### config.mk
export PLATFORM = sky130hd
export DESIGN_NAME = stc_compare_ctrl
export DESIGN_NICKNAME = d
export VERILOG_FILES = /design/src/logic/stc_pkg.sv /design/src/logic/stc_compare_ctrl.sv
export SDC_FILE = /design/constraint.sdc
export NUM_CORES = 1
export LEC_CHECK = 0
export BUFFER_PORTS_ARGS = -buffer_cell sky130_fd_sc_hd__buf_2
export CAP_MARGIN = 25
export CORE_ASPECT_RATIO = 1.1
export CORE_MARGIN = 3
export CORE_UTILIZATION = 50
export DETAILED_ROUTE_END_ITERATION = 8
export HOLD_SLACK_MARGIN = 0.08
export PLACE_DENSITY = 0.81
export SETUP_SLACK_MARGIN = 0.3
export SLEW_MARGIN = 25
export SYNTH_ARGS = -nofsm -noshare
export SYNTH_HDL_FRONTEND = slang
export SYNTH_SLANG_ARGS = --single-unit
### constraint.sdc
create_clock -name ref_clk_i -period 2.74 [get_ports ref_clk_i]
set_input_delay 0.411 -clock ref_clk_i [delete_from_list [all_inputs] [get_ports ref_clk_i]]
set_output_delay 0.411 -clock ref_clk_i [all_outputs]
set_load 0.01 [all_outputs]
### src/logic/stc_pkg.sv
// Summary of operation
// - Direction qualifier: 00 none, 01 only up, 10 only down, 11 any direction.
// - Equality comparator raises a match when counter equals active compare value.
// - Compare value double buffered; shadow moves to active on secondary shadow pulse.
// - Hardware changes the compare state only while the secondary timer runs.
// - State set on the timer clock after a compare match.
// - State set on next timer clock after zero match together with compare match.
// - State cleared on next timer clock after zero match without compare match.
// - Software set forces the compare state; software clear loses to a hardware or software set in the same cycle.
// - One pin PWM output and one separate internal modulation signal.
// - Pin and modulation active states chosen by independent polarity controls.
// - Active compare register is read-only, changed only by shadow transfer.
// - Shadow register is read/write and copied to active on every transfer.
// - Control bit 13 shows secondary shadow transfer requested.
// - Control bit 12 is the secondary run flag, software set/clear, single-shot clear.
// - Control bit 11 enables extra divide-by-256 in secondary clock path.
// - Bits 10:8 divide secondary clock by two to the field value.
// - Control bit 7 selects primary edge-aligned (0) or center-aligned (1).
// - Control bit 6 shows primary direction, 0 up, 1 down, read-only.
// - Control bit 5 shows primary shadow transfer requested.
// - Control bit 4 is primary run flag, software set/clear, single-shot clear.
// - Bit 3 primary extra divide-by-256; bits 2:0 primary clock divide exponent.
// - Timer control register resets to all zeros.
// - Requested transfer pulses on wrap after period match or while stopped.
// - Each transfer request bit clears when its shadow transfer happens.
// - Clock select and prescaler writes act only while that timer is stopped.
// - Concurrent set and clear on a run flag leaves it unchanged.
package stc_pkg;
  localparam logic [15:0] ADDR_CTRL = 16'he8ac;
  localparam logic [15:0] ADDR_CMP_ACT = 16'he8b0;
  localparam logic [15:0] ADDR_CMP_SHD = 16'he8b4;
  localparam logic [15:0] ADDR_CMD = 16'he8b8;
  localparam logic [15:0] ADDR_CFG = 16'he8bc;
  localparam logic [15:0] CTRL_RESET = 16'h0000;
  localparam logic [15:0] CMP_RESET = 16'h0000;
  localparam logic [9:0] CFG_RESET = 10'h000;
  localparam int CTRL_MODE = 7;
  localparam int CTRL_PRE12 = 3;
  localparam int CTRL_PRE13 = 11;
  localparam int CTRL_CLK12_LSB = 0;
  localparam int CTRL_CLK13_LSB = 8;
  localparam int CMD_RUN12_SET = 0;
  localparam int CMD_RUN12_CLR = 1;
  localparam int CMD_PRIMARY_TRANSFER_REQUEST_REQ = 2;
  localparam int CMD_PRIMARY_TRANSFER_REQUEST_DIS = 3;
  localparam int CMD_RUN13_SET = 4;
  localparam int CMD_RUN13_CLR = 5;
  localparam int CMD_SECONDARY_TRANSFER_REQUEST_REQ = 6;
  localparam int CMD_SECONDARY_TRANSFER_REQUEST_DIS = 7;
  localparam int CMD_STATE_SET = 8;
  localparam int CMD_STATE_CLR = 9;
  localparam int CFG_SS12 = 0;
  localparam int CFG_SS13 = 1;
  localparam int CFG_TEC_LSB = 2;
  localparam int CFG_TED_LSB = 5;
  localparam int CFG_PIN_POL = 8;
  localparam int CFG_MOD_POL = 9;
  localparam int CFG_STATE = 15;
  localparam logic [3:0] EXTRA_SHIFT = 4'h8;
  typedef enum logic [1:0] {
    TED_NONE = 2'b00,
    TED_UP = 2'b01,
    TED_DOWN = 2'b10,
    TED_ANY = 2'b11
  } stc_ted_e;
  typedef enum logic [2:0] {
    TEC_NONE = 3'b000,
    TEC_CMP0 = 3'b001,
    TEC_CMP1 = 3'b010,
    TEC_CMP2 = 3'b011,
    TEC_CMP_ANY = 3'b100,
    TEC_PERIOD = 3'b101,
    TEC_ZERO_UP = 3'b110,
    TEC_HALL = 3'b111
  } stc_tec_e;
endpackage

### src/logic/stc_compare_ctrl.sv
`timescale 1ns/100ps
module stc_compare_ctrl (
  input wire logic ref_clk_i,
  input wire logic sys_rst_i,
  input wire logic psel_i,
  input wire logic penable_i,
  input wire logic pwrite_i,
  input wire logic [15:0] paddr_i,
  input wire logic [31:0] pwdata_i,
  input wire logic [3:0] pstrb_i,
  output logic [31:0] prdata_o,
  output logic pready_o,
  output logic pslverr_o,
  input wire logic [15:0] secondary_count_i,
  input wire logic secondary_zero_match_i,
  input wire logic secondary_period_wrap_i,
  input wire logic primary_direction_i,
  input wire logic [2:0] primary_cmp_event_i,
  input wire logic primary_period_match_i,
  input wire logic primary_zero_match_up_i,
  input wire logic hall_change_i,
  input wire logic primary_single_shot_end_i,
  input wire logic primary_shadow_done_i,
  output logic secondary_run_flag_o,
  output logic primary_run_flag_o,
  output logic [2:0] secondary_clock_select_o,
  output logic secondary_extra_prescale_o,
  output logic [2:0] primary_clock_select_o,
  output logic primary_extra_prescale_o,
  output logic primary_count_mode_o,
  output logic primary_transfer_request_o,
  output logic primary_single_shot_enable_o,
  output logic secondary_tick_o,
  output logic secondary_shadow_pulse_o,
  output logic single_shot_end_pulse_o,
  output logic compare_match_pulse_o,
  output logic [15:0] compare_value_active_o,
  output logic compare_state_flag_o,
  output logic pwm_pin_output_o,
  output logic modulation_output_o
);
  // ---------------------------------------------------------------
  // State
  // ---------------------------------------------------------------
  logic run13;
  logic run12;
  logic secondary_transfer_request;
  logic primary_transfer_request;
  logic pre13;
  logic pre12;
  logic [2:0] clk13;
  logic [2:0] clk12;
  logic mode12;
  logic [15:0] cmp_active;
  logic [15:0] cmp_shadow;
  logic [9:0] cfg;
  logic state;
  logic [14:0] pscnt;
  logic [31:0] rdata_q;
  logic pin_q;
  logic mod_q;

  // ---------------------------------------------------------------
  // APB decode
  // ---------------------------------------------------------------
  wire setup = psel_i & ~penable_i;
  wire access = psel_i & penable_i;
  wire hit_ctrl = paddr_i == stc_pkg::ADDR_CTRL;
  wire hit_act = paddr_i == stc_pkg::ADDR_CMP_ACT;
  wire hit_shd = paddr_i == stc_pkg::ADDR_CMP_SHD;
  wire hit_cmd = paddr_i == stc_pkg::ADDR_CMD;
  wire hit_cfg = paddr_i == stc_pkg::ADDR_CFG;
  wire hit = hit_ctrl | hit_act | hit_shd | hit_cmd | hit_cfg;
  wire wr = access & pwrite_i & hit;
  wire [15:0] wmask = {{8{pstrb_i[1]}}, {8{pstrb_i[0]}}};
  wire [15:0] wd = pwdata_i[15:0] & wmask;
  wire wr_ctrl = wr & hit_ctrl;
  wire wr_shd = wr & hit_shd;
  wire wr_cfg = wr & hit_cfg;
  wire wr_cmd = wr & hit_cmd;

  // Command bits are pulses; they never read back
  wire cmd_run12_set = wr_cmd & wd[stc_pkg::CMD_RUN12_SET];
  wire cmd_run12_clr = wr_cmd & wd[stc_pkg::CMD_RUN12_CLR];
  wire cmd_primary_transfer_request_req = wr_cmd & wd[stc_pkg::CMD_PRIMARY_TRANSFER_REQUEST_REQ];
  wire cmd_primary_transfer_request_dis = wr_cmd & wd[stc_pkg::CMD_PRIMARY_TRANSFER_REQUEST_DIS];
  wire cmd_run13_set = wr_cmd & wd[stc_pkg::CMD_RUN13_SET];
  wire cmd_run13_clr = wr_cmd & wd[stc_pkg::CMD_RUN13_CLR];
  wire cmd_secondary_transfer_request_req = wr_cmd & wd[stc_pkg::CMD_SECONDARY_TRANSFER_REQUEST_REQ];
  wire cmd_secondary_transfer_request_dis = wr_cmd & wd[stc_pkg::CMD_SECONDARY_TRANSFER_REQUEST_DIS];
  wire cmd_state_set = wr_cmd & wd[stc_pkg::CMD_STATE_SET];
  wire cmd_state_clr = wr_cmd & wd[stc_pkg::CMD_STATE_CLR];

  wire [15:0] ctrl_rd = {2'b00, secondary_transfer_request, run13, pre13, clk13,
                         mode12, primary_direction_i,
                         primary_transfer_request, run12, pre12, clk12};
  wire [15:0] cfg_rd = {state, 5'h00, cfg};
  wire [15:0] rd_mux = hit_ctrl ? ctrl_rd :
                       hit_act ? cmp_active :
                       hit_shd ? cmp_shadow :
                       hit_cfg ? cfg_rd : 16'h0000;

  assign pready_o = access;
  assign pslverr_o = access & ~hit;
  assign prdata_o = rdata_q;

  // Read data sampled in setup so the access phase needs no wait state
  always_ff @(posedge ref_clk_i) begin
    if (sys_rst_i) begin
      rdata_q <= 32'h0000_0000;
    end else if (setup) begin
      rdata_q <= {16'h0000, rd_mux};
    end
  end

  // ---------------------------------------------------------------
  // Secondary prescaler
  // ---------------------------------------------------------------
  wire [3:0] shift13 = {1'b0, clk13} + (pre13 ? stc_pkg::EXTRA_SHIFT : 4'h0);
  wire [14:0] psmask = ~(15'h7fff << shift13);
  // Prescaler cleared while stopped gives reproducible start delays
  wire tick = run13 & ((pscnt & psmask) == psmask);

  always_ff @(posedge ref_clk_i) begin
    if (sys_rst_i || !run13) begin
      pscnt <= 15'h0000;
    end else begin
      pscnt <= pscnt + 15'h0001;
    end
  end

  // ---------------------------------------------------------------
  // Trigger from primary timer events
  // ---------------------------------------------------------------
  wire [2:0] tec = cfg[stc_pkg::CFG_TEC_LSB +: 3];
  wire [1:0] ted = cfg[stc_pkg::CFG_TED_LSB +: 2];
  wire ev_sel = (tec == stc_pkg::TEC_CMP0) ? primary_cmp_event_i[0] :
                (tec == stc_pkg::TEC_CMP1) ? primary_cmp_event_i[1] :
                (tec == stc_pkg::TEC_CMP2) ? primary_cmp_event_i[2] :
                (tec == stc_pkg::TEC_CMP_ANY) ? |primary_cmp_event_i :
                (tec == stc_pkg::TEC_PERIOD) ? primary_period_match_i :
                (tec == stc_pkg::TEC_ZERO_UP) ? primary_zero_match_up_i :
                (tec == stc_pkg::TEC_HALL) ? hall_change_i : 1'b0;
  wire dir_ok = (ted == stc_pkg::TED_UP && !primary_direction_i) ||
                (ted == stc_pkg::TED_DOWN && primary_direction_i) ||
                (ted == stc_pkg::TED_ANY);
  wire trig = ev_sel & dir_ok;

  // ---------------------------------------------------------------
  // Run flags
  // ---------------------------------------------------------------
  wire ss_end13 = run13 & cfg[stc_pkg::CFG_SS13] & secondary_period_wrap_i;
  wire set13 = cmd_run13_set | trig;
  wire clr13 = cmd_run13_clr | ss_end13;
  wire set12 = cmd_run12_set;
  wire clr12 = cmd_run12_clr | primary_single_shot_end_i;
  wire next_run13 = (set13 ^ clr13) ? set13 : run13;
  wire next_run12 = (set12 ^ clr12) ? set12 : run12;

  // ---------------------------------------------------------------
  // Shadow transfer requests
  // ---------------------------------------------------------------
  wire st13 = secondary_transfer_request & (secondary_period_wrap_i | ~run13);
  // Request wins over a transfer in the same cycle; request with disable leaves the bit unchanged
  wire next_secondary_transfer_request = cmd_secondary_transfer_request_req ? ~cmd_secondary_transfer_request_dis | secondary_transfer_request :
                    (cmd_secondary_transfer_request_dis | st13) ? 1'b0 : secondary_transfer_request;
  wire next_primary_transfer_request = cmd_primary_transfer_request_req ? ~cmd_primary_transfer_request_dis | primary_transfer_request :
                    (cmd_primary_transfer_request_dis | primary_shadow_done_i) ? 1'b0 : primary_transfer_request;

  always_ff @(posedge ref_clk_i) begin
    if (sys_rst_i) begin
      run13 <= 1'b0;
      run12 <= 1'b0;
      secondary_transfer_request <= 1'b0;
      primary_transfer_request <= 1'b0;
    end else begin
      run13 <= next_run13;
      run12 <= next_run12;
      secondary_transfer_request <= next_secondary_transfer_request;
      primary_transfer_request <= next_primary_transfer_request;
    end
  end

  // ---------------------------------------------------------------
  // Control and configuration writes
  // ---------------------------------------------------------------
  wire [15:0] cw = (ctrl_rd & ~wmask) | wd;
  wire next_mode12 = wr_ctrl ? cw[stc_pkg::CTRL_MODE] : mode12;

  always_ff @(posedge ref_clk_i) begin
    if (sys_rst_i) begin
      pre13 <= 1'b0;
      clk13 <= 3'h0;
      pre12 <= 1'b0;
      clk12 <= 3'h0;
      mode12 <= 1'b0;
    end else begin
      mode12 <= next_mode12;
      if (wr_ctrl && !run13) begin
        pre13 <= cw[stc_pkg::CTRL_PRE13];
        clk13 <= cw[stc_pkg::CTRL_CLK13_LSB +: 3];
      end
      if (wr_ctrl && !run12) begin
        pre12 <= cw[stc_pkg::CTRL_PRE12];
        clk12 <= cw[stc_pkg::CTRL_CLK12_LSB +: 3];
      end
    end
  end

  always_ff @(posedge ref_clk_i) begin
    if (sys_rst_i) begin
      cfg <= stc_pkg::CFG_RESET;
    end else if (wr_cfg) begin
      cfg <= (cfg & ~wmask[9:0]) | wd[9:0];
    end
  end

  // ---------------------------------------------------------------
  // Compare registers
  // ---------------------------------------------------------------
  always_ff @(posedge ref_clk_i) begin
    if (sys_rst_i) begin
      cmp_shadow <= stc_pkg::CMP_RESET;
      cmp_active <= stc_pkg::CMP_RESET;
    end else begin
      if (wr_shd) begin
        cmp_shadow <= (cmp_shadow & ~wmask) | wd;
      end
      if (st13) begin
        cmp_active <= cmp_shadow;
      end
    end
  end

  // ---------------------------------------------------------------
  // Compare state
  // ---------------------------------------------------------------
  wire cm = secondary_count_i == cmp_active;
  // Evaluated on the tick that moves the counter off the matched value
  wire hw_set = tick & cm;
  wire hw_clr = tick & secondary_zero_match_i & ~cm;
  wire next_state = (hw_set | cmd_state_set) ? 1'b1 :
                    (hw_clr | cmd_state_clr) ? 1'b0 : state;

  always_ff @(posedge ref_clk_i) begin
    if (sys_rst_i) begin
      state <= 1'b0;
      pin_q <= 1'b0;
      mod_q <= 1'b0;
    end else begin
      state <= next_state;
      pin_q <= state ^ cfg[stc_pkg::CFG_PIN_POL];
      mod_q <= state ^ cfg[stc_pkg::CFG_MOD_POL];
    end
  end

  // ---------------------------------------------------------------
  // Outputs
  // ---------------------------------------------------------------
  assign secondary_run_flag_o = run13;
  assign primary_run_flag_o = run12;
  assign secondary_clock_select_o = clk13;
  assign secondary_extra_prescale_o = pre13;
  assign primary_clock_select_o = clk12;
  assign primary_extra_prescale_o = pre12;
  assign primary_count_mode_o = mode12;
  assign primary_transfer_request_o = primary_transfer_request;
  assign primary_single_shot_enable_o = cfg[stc_pkg::CFG_SS12];
  assign secondary_tick_o = tick;
  assign secondary_shadow_pulse_o = st13;
  assign single_shot_end_pulse_o = ss_end13;
  assign compare_match_pulse_o = cm & run13;
  assign compare_value_active_o = cmp_active;
  assign compare_state_flag_o = state;
  assign pwm_pin_output_o = pin_q;
  assign modulation_output_o = mod_q;
endmodule

=== Yosys cells after proc, flatten, opt, wreduce, memory -nomap -nowiden ===
Cells that the tools add are included.

* Output and inout port bits: 70
* Register bits: 89
* Input port bits: 84
* Word-level logic and storage cells: 132

* Shift operators: 1
* Bitwise gates (word level): 63
* Add/sub/neg operators: 2
* Equal/unequal tests: 17
* Reduce and logical (&&, ||, !) cells: 14
* Muxes and demuxes: 18

{| class="wikitable"
|+ Operator list
! kind !! count
|-
| 16-bit equality test, second input constant || 5
|-
| 16-bit 2-to-1 mux || 4
|-
| 16-bit bitwise AND || 2
|-
| 1-bit bitwise AND || 28
|-
| 16-bit equality test || 1
|-
| 16-bit NOT || 1
|-
| 16-bit OR || 1
|-
| 15-bit by 1-bit adder with 15-bit output, second input constant || 1
|-
| 15-bit bitwise AND || 1
|-
| 15-bit equality test || 1
|-
| 15-bit NOT || 1
|-
| 15-bit by 4-bit << shifter with 15-bit output, first input constant || 1
|-
| 1-bit OR || 14
|-
| 1-bit 2-to-1 mux || 13
|-
| 12-bit bitwise AND || 1
|-
| 3-bit equality test, second input constant || 4
|-
| 12-bit OR || 1
|-
| 10-bit bitwise AND || 1
|-
| 10-bit NOT || 1
|-
| 10-bit OR || 1
|-
| 3-bit by 2-bit equality test with 1-bit output, second input constant || 2
|-
| 1-bit NOT || 6
|-
| 2-bit nonzero test || 3
|-
| 3-bit by 4-bit adder with 4-bit output || 1
|-
| 9 further kinds || 20
|}

=== Logic depth before layout (Yosys ltp) ===
* Word-level depth: 12
* Gate-level depth with buffers: 7
* Mapped depth without buffers: 6

=== Least setup slack after synthesis ===
Ideal clock, no wire load.

* Kind: in2reg
* Start: input paddr_i[9]
* End: register with a tool-made name
* Arrival: 2.199 ns
* Required time: 2.612 ns
* Buffers on the path: 1
* Stages: 6
* Library setup time: 0.128 ns
* Slack: 0.414 ns
* Cells stage by stage: or4b_4 -> or3_1 -> buf_2 -> nor3_4 -> mux2i_1 -> nor2_1

{| class="wikitable"
|+ RTL lines
! what !! RTL line !! source
|-
| from (decl) || stc_compare_ctrl.sv:8 || <nowiki>input wire logic [15:0] paddr_i,</nowiki>
|}

==> impl_metrics.ini <==
[clocking]
cts_made_buffers = 9
clk_pin_slew_ns = 0.09
cts_hold_buf = 0
tritoncts = built
root_buffer = clkbuf_8
clock_sinks = 89
cts_buffer_depth = 2
htree_levels = 3
clock_latency_ns = 0.36
post_cts_buffers = 0

[timing]
relSlewSlack_pct = 50.2
fin_crit_ns = 2.35
finalSetupViolCount = 0
rsz0062_at_grt = no
clock_skew_ns = 0.00980
fin_setup_tns_ns = 0
post-route-period-util_pct = 85.6
fmax_mhz = 426
tightest_slew_ns = 0.747
hold_viol = 0
drv_slew = 0

[synth]
ys_seq_area_share_pct = 40.4
yosys.area_share.xor_xnor_pct = 5.75
synth_edf_count = 0
synth-compound-area-share_pct = 14.2
syn_area_per_cell_um2 = 8.55
yosys.area_share.simple_pct = 23.6
syn_inst = 516
synth_area_um2 = 4410
synth.distinct_cells = 55
ys.flop_type = dfxtp_1
synth_top_family_by_area = simple AND/OR/NAND/NOR gates
ys_async_sr_fraction_pct = 0
yosys_warnings = 0
synth.mux.area_fraction_pct = 9.89
ys_seq_elements = 89
synth_adder_area_share_pct = 0.283

[drt]
drt_pass1_iterations = 4
drtIter0Drc = 219
vias_per_cell = 5.47
vias = 4105
antenna_left = 0
wl_per_cell_um = 15.9
drc_errors = 0
finalWirelength_um = 11900

[cells_and_area]
layout-drive-gt1-share_pct = 27.4
fin_nets = 719
n_antenna_cell = 0
fillers = 721
final_cells = 750
area_growth_pct = 20.6

[floorplanning]
core_area_um2 = 8500
die_y_um = 105
rows = 35
floorplan.initialDensity_pct = 52.0
io_pins = 154
die_area_um2 = 9990
die_w_um = 95.6

[hold_path]
hold_class = in2reg

[setup_path]
worst_setup_path_start_kind = flip-flop
arrival_ns = 1.93
cp_data_required_time_ns = 2.33
critical_path_class = reg2out
cp_max_fo = 7
end_kind = output port

[power]
ir_drop_mv = 0.242
switchingPower_uw = 603
swShare_pct = 25.0
p_leak_nw = 2.07
combPwrFrac_pct = 7.5
p_int_mw = 1.81
clockPowerShare_pct = 38.2
p_per_area_nw_per_um2 = 452
power_frac_seq_pct = 54.3

[grt]
antenna_found_initial = 0
grt_pass1_wl_um = 18800
grt_pass1_vias = 3869
grt_start_max_net_pins = 75
grt-ovfl-total = 0
track_usage_pct = 23.9

[place]
dp_cells = 734
hpwlAfterDp_um = 9100
port-buffer-count = 119
place_congestion = 0.924

[flow_run]
max_cap_viol_count = 0

[status]
status = finished, final reports clean
## cell usage after synthesis (3+ instances only)
cell      instances  share of area [%]
nand3_1           9                1.0
nor3_1            8               0.91
dfxtp_1          89                 40
nor2_1           67                5.7
o211ai_1          3               0.51
nor2b_1          11                1.6
mux2_2            3               0.77
nand2b_1         11                1.6
a221oi_1          3               0.60
mux2i_1          38                8.6
nor3b_4           3                1.3
buf_2             5               0.57
nand4_1           8                1.1
xor2_1            7                1.4
o21ai_0           9                1.0
o21ai_1          10                1.1
nor3_4            3                1.1
nand2_1          64                5.4
xnor2_1          22                4.4
a211oi_1         13                2.2
nor4_1            3               0.43
clkbuf_1         20                1.7
inv_1             7               0.60
a21oi_1          38                4.3
buf_4            16                2.7
a22o_1            6                1.2
a311oi_1          3               0.60
## worst paths after layout
| kind | from | to | slack [ns] | depth (start not counted) |
|---|---|---|---|---|
| worst max-delay path | flip-flop | secondary_tick_o | 0.39 | 5 |
| worst min-delay path | pwdata_i[7] | secondary_transfer_request | 0.30 | 2 |
| worst max register to register | pscnt[5] | pscnt[14] | 1.04 | 5 |
| worst min register to register | prdata_o[12] | prdata_o[12] | 0.46 | 2 |
## stage by stage
stage | instance area [um^2] | hold WS [ns] | power (mW) | utilization (%) | worst slack, ns
2_1_floorplan | 4470 | 0.439 | 1.44 | - | 0.414
4_1_cts | 5310 | 0.286 | 2.42 | 62.5 | 0.322
6_report | 5320 | 0.297 | 2.41 | 62.7 | 0.395
3_5_place_dp | 5110 | 0.449 | 1.52 | 60.1 | 0.149
3_3_place_gp | 5110 | 0.444 | 1.51 | 60.1 | 0.195
5_1_grt | 5320 | 0.288 | 2.51 | 62.7 | 0.305
## layout make-up
type | instances | area (um^2) | share of cell area (%)
well taps | 111 | 139 | 2.61
repair buffers | 134 | 708 | 13.3
clock buffers | 9 | 124 | 2.33
inverters | 8 | 30.0 | 0.564
clock inverters | 7 | 77.6 | 1.46
multi-input cells | 392 | 2460 | 46.2
flip-flops and latches | 89 | 1780 | 33.5
## placed cells by master, fill, tap and decap left out, drive strengths merged, types with 2 or more instances in the layout
cell type | netlist | final
dfxtp | 89 | 89
mux2i | 38 | 38
nand3b | 2 | 2
nand4 | 8 | 8
a21boi | 3 | 3
nor3 | 11 | 11
a22o | 6 | 6
clkinv | 0 | 3
and2 | 2 | 2
or4b | 2 | 2
o21ai | 19 | 19
nor2b | 11 | 11
nor4 | 4 | 4
buf | 22 | 134
nand4b | 2 | 2
o211ai | 3 | 3
o2bb2ai | 2 | 2
a211oi | 13 | 13
nor2 | 67 | 67
a31oi | 2 | 2
and3 | 2 | 2
a221oi | 3 | 3
nor3b | 3 | 3
a311oi | 3 | 3
inv | 8 | 10
nand3 | 9 | 9
nand2 | 64 | 64
conb | 1 | 16
clkbuf | 20 | 9
a21oi | 38 | 38
or3 | 2 | 2
xor2 | 7 | 7
xnor2 | 22 | 22
nand2b | 11 | 11
mux2 | 3 | 3
or2 | 2 | 2
## layer usage
layer / global-route usage, % / wire length (um)
met5: 0 / 0
met4: 8.03 / 265
met3: 4.90 / 840
met2: 41.4 / 6020
met1: 28.8 / 4820
## power groups by stage
stage	Combinational, mW	Sequential [mW]	Clock (mW)
2_1_floorplan	0.100	1.34	0
3_3_place_gp	0.176	1.34	0
3_5_place_dp	0.180	1.34	0
4_1_cts	0.180	1.31	0.931
5_1_grt	0.198	1.31	1.00
6_report	0.181	1.31	0.920
## worst max-delay path: stages (launching register included)
cell      delay (ns)
dfxtp_2         0.37
or2_2           0.32
a221o_1         0.33
a211oi_2        0.22
nor2b_2         0.20
buf_2           0.14
## cells by family (layout without fill, tap and decap cells)
family,Yosys count,after routing
buf+inv,50,158
fa+ha+maj,1,1
flops,89,89
xor+xnor,29,29
other cells,1,16
simple gates,205,205
mux,42,42
compound gates,99,99
## repair_timing
action,4_1_cts,5_1_grt
endpoints found under the hold margin,0,0
pin swaps,0,1
setup endpoints to repair,1,2
resized for setup,2,3
No activity file was read; power rests on OpenSTA's default activity.
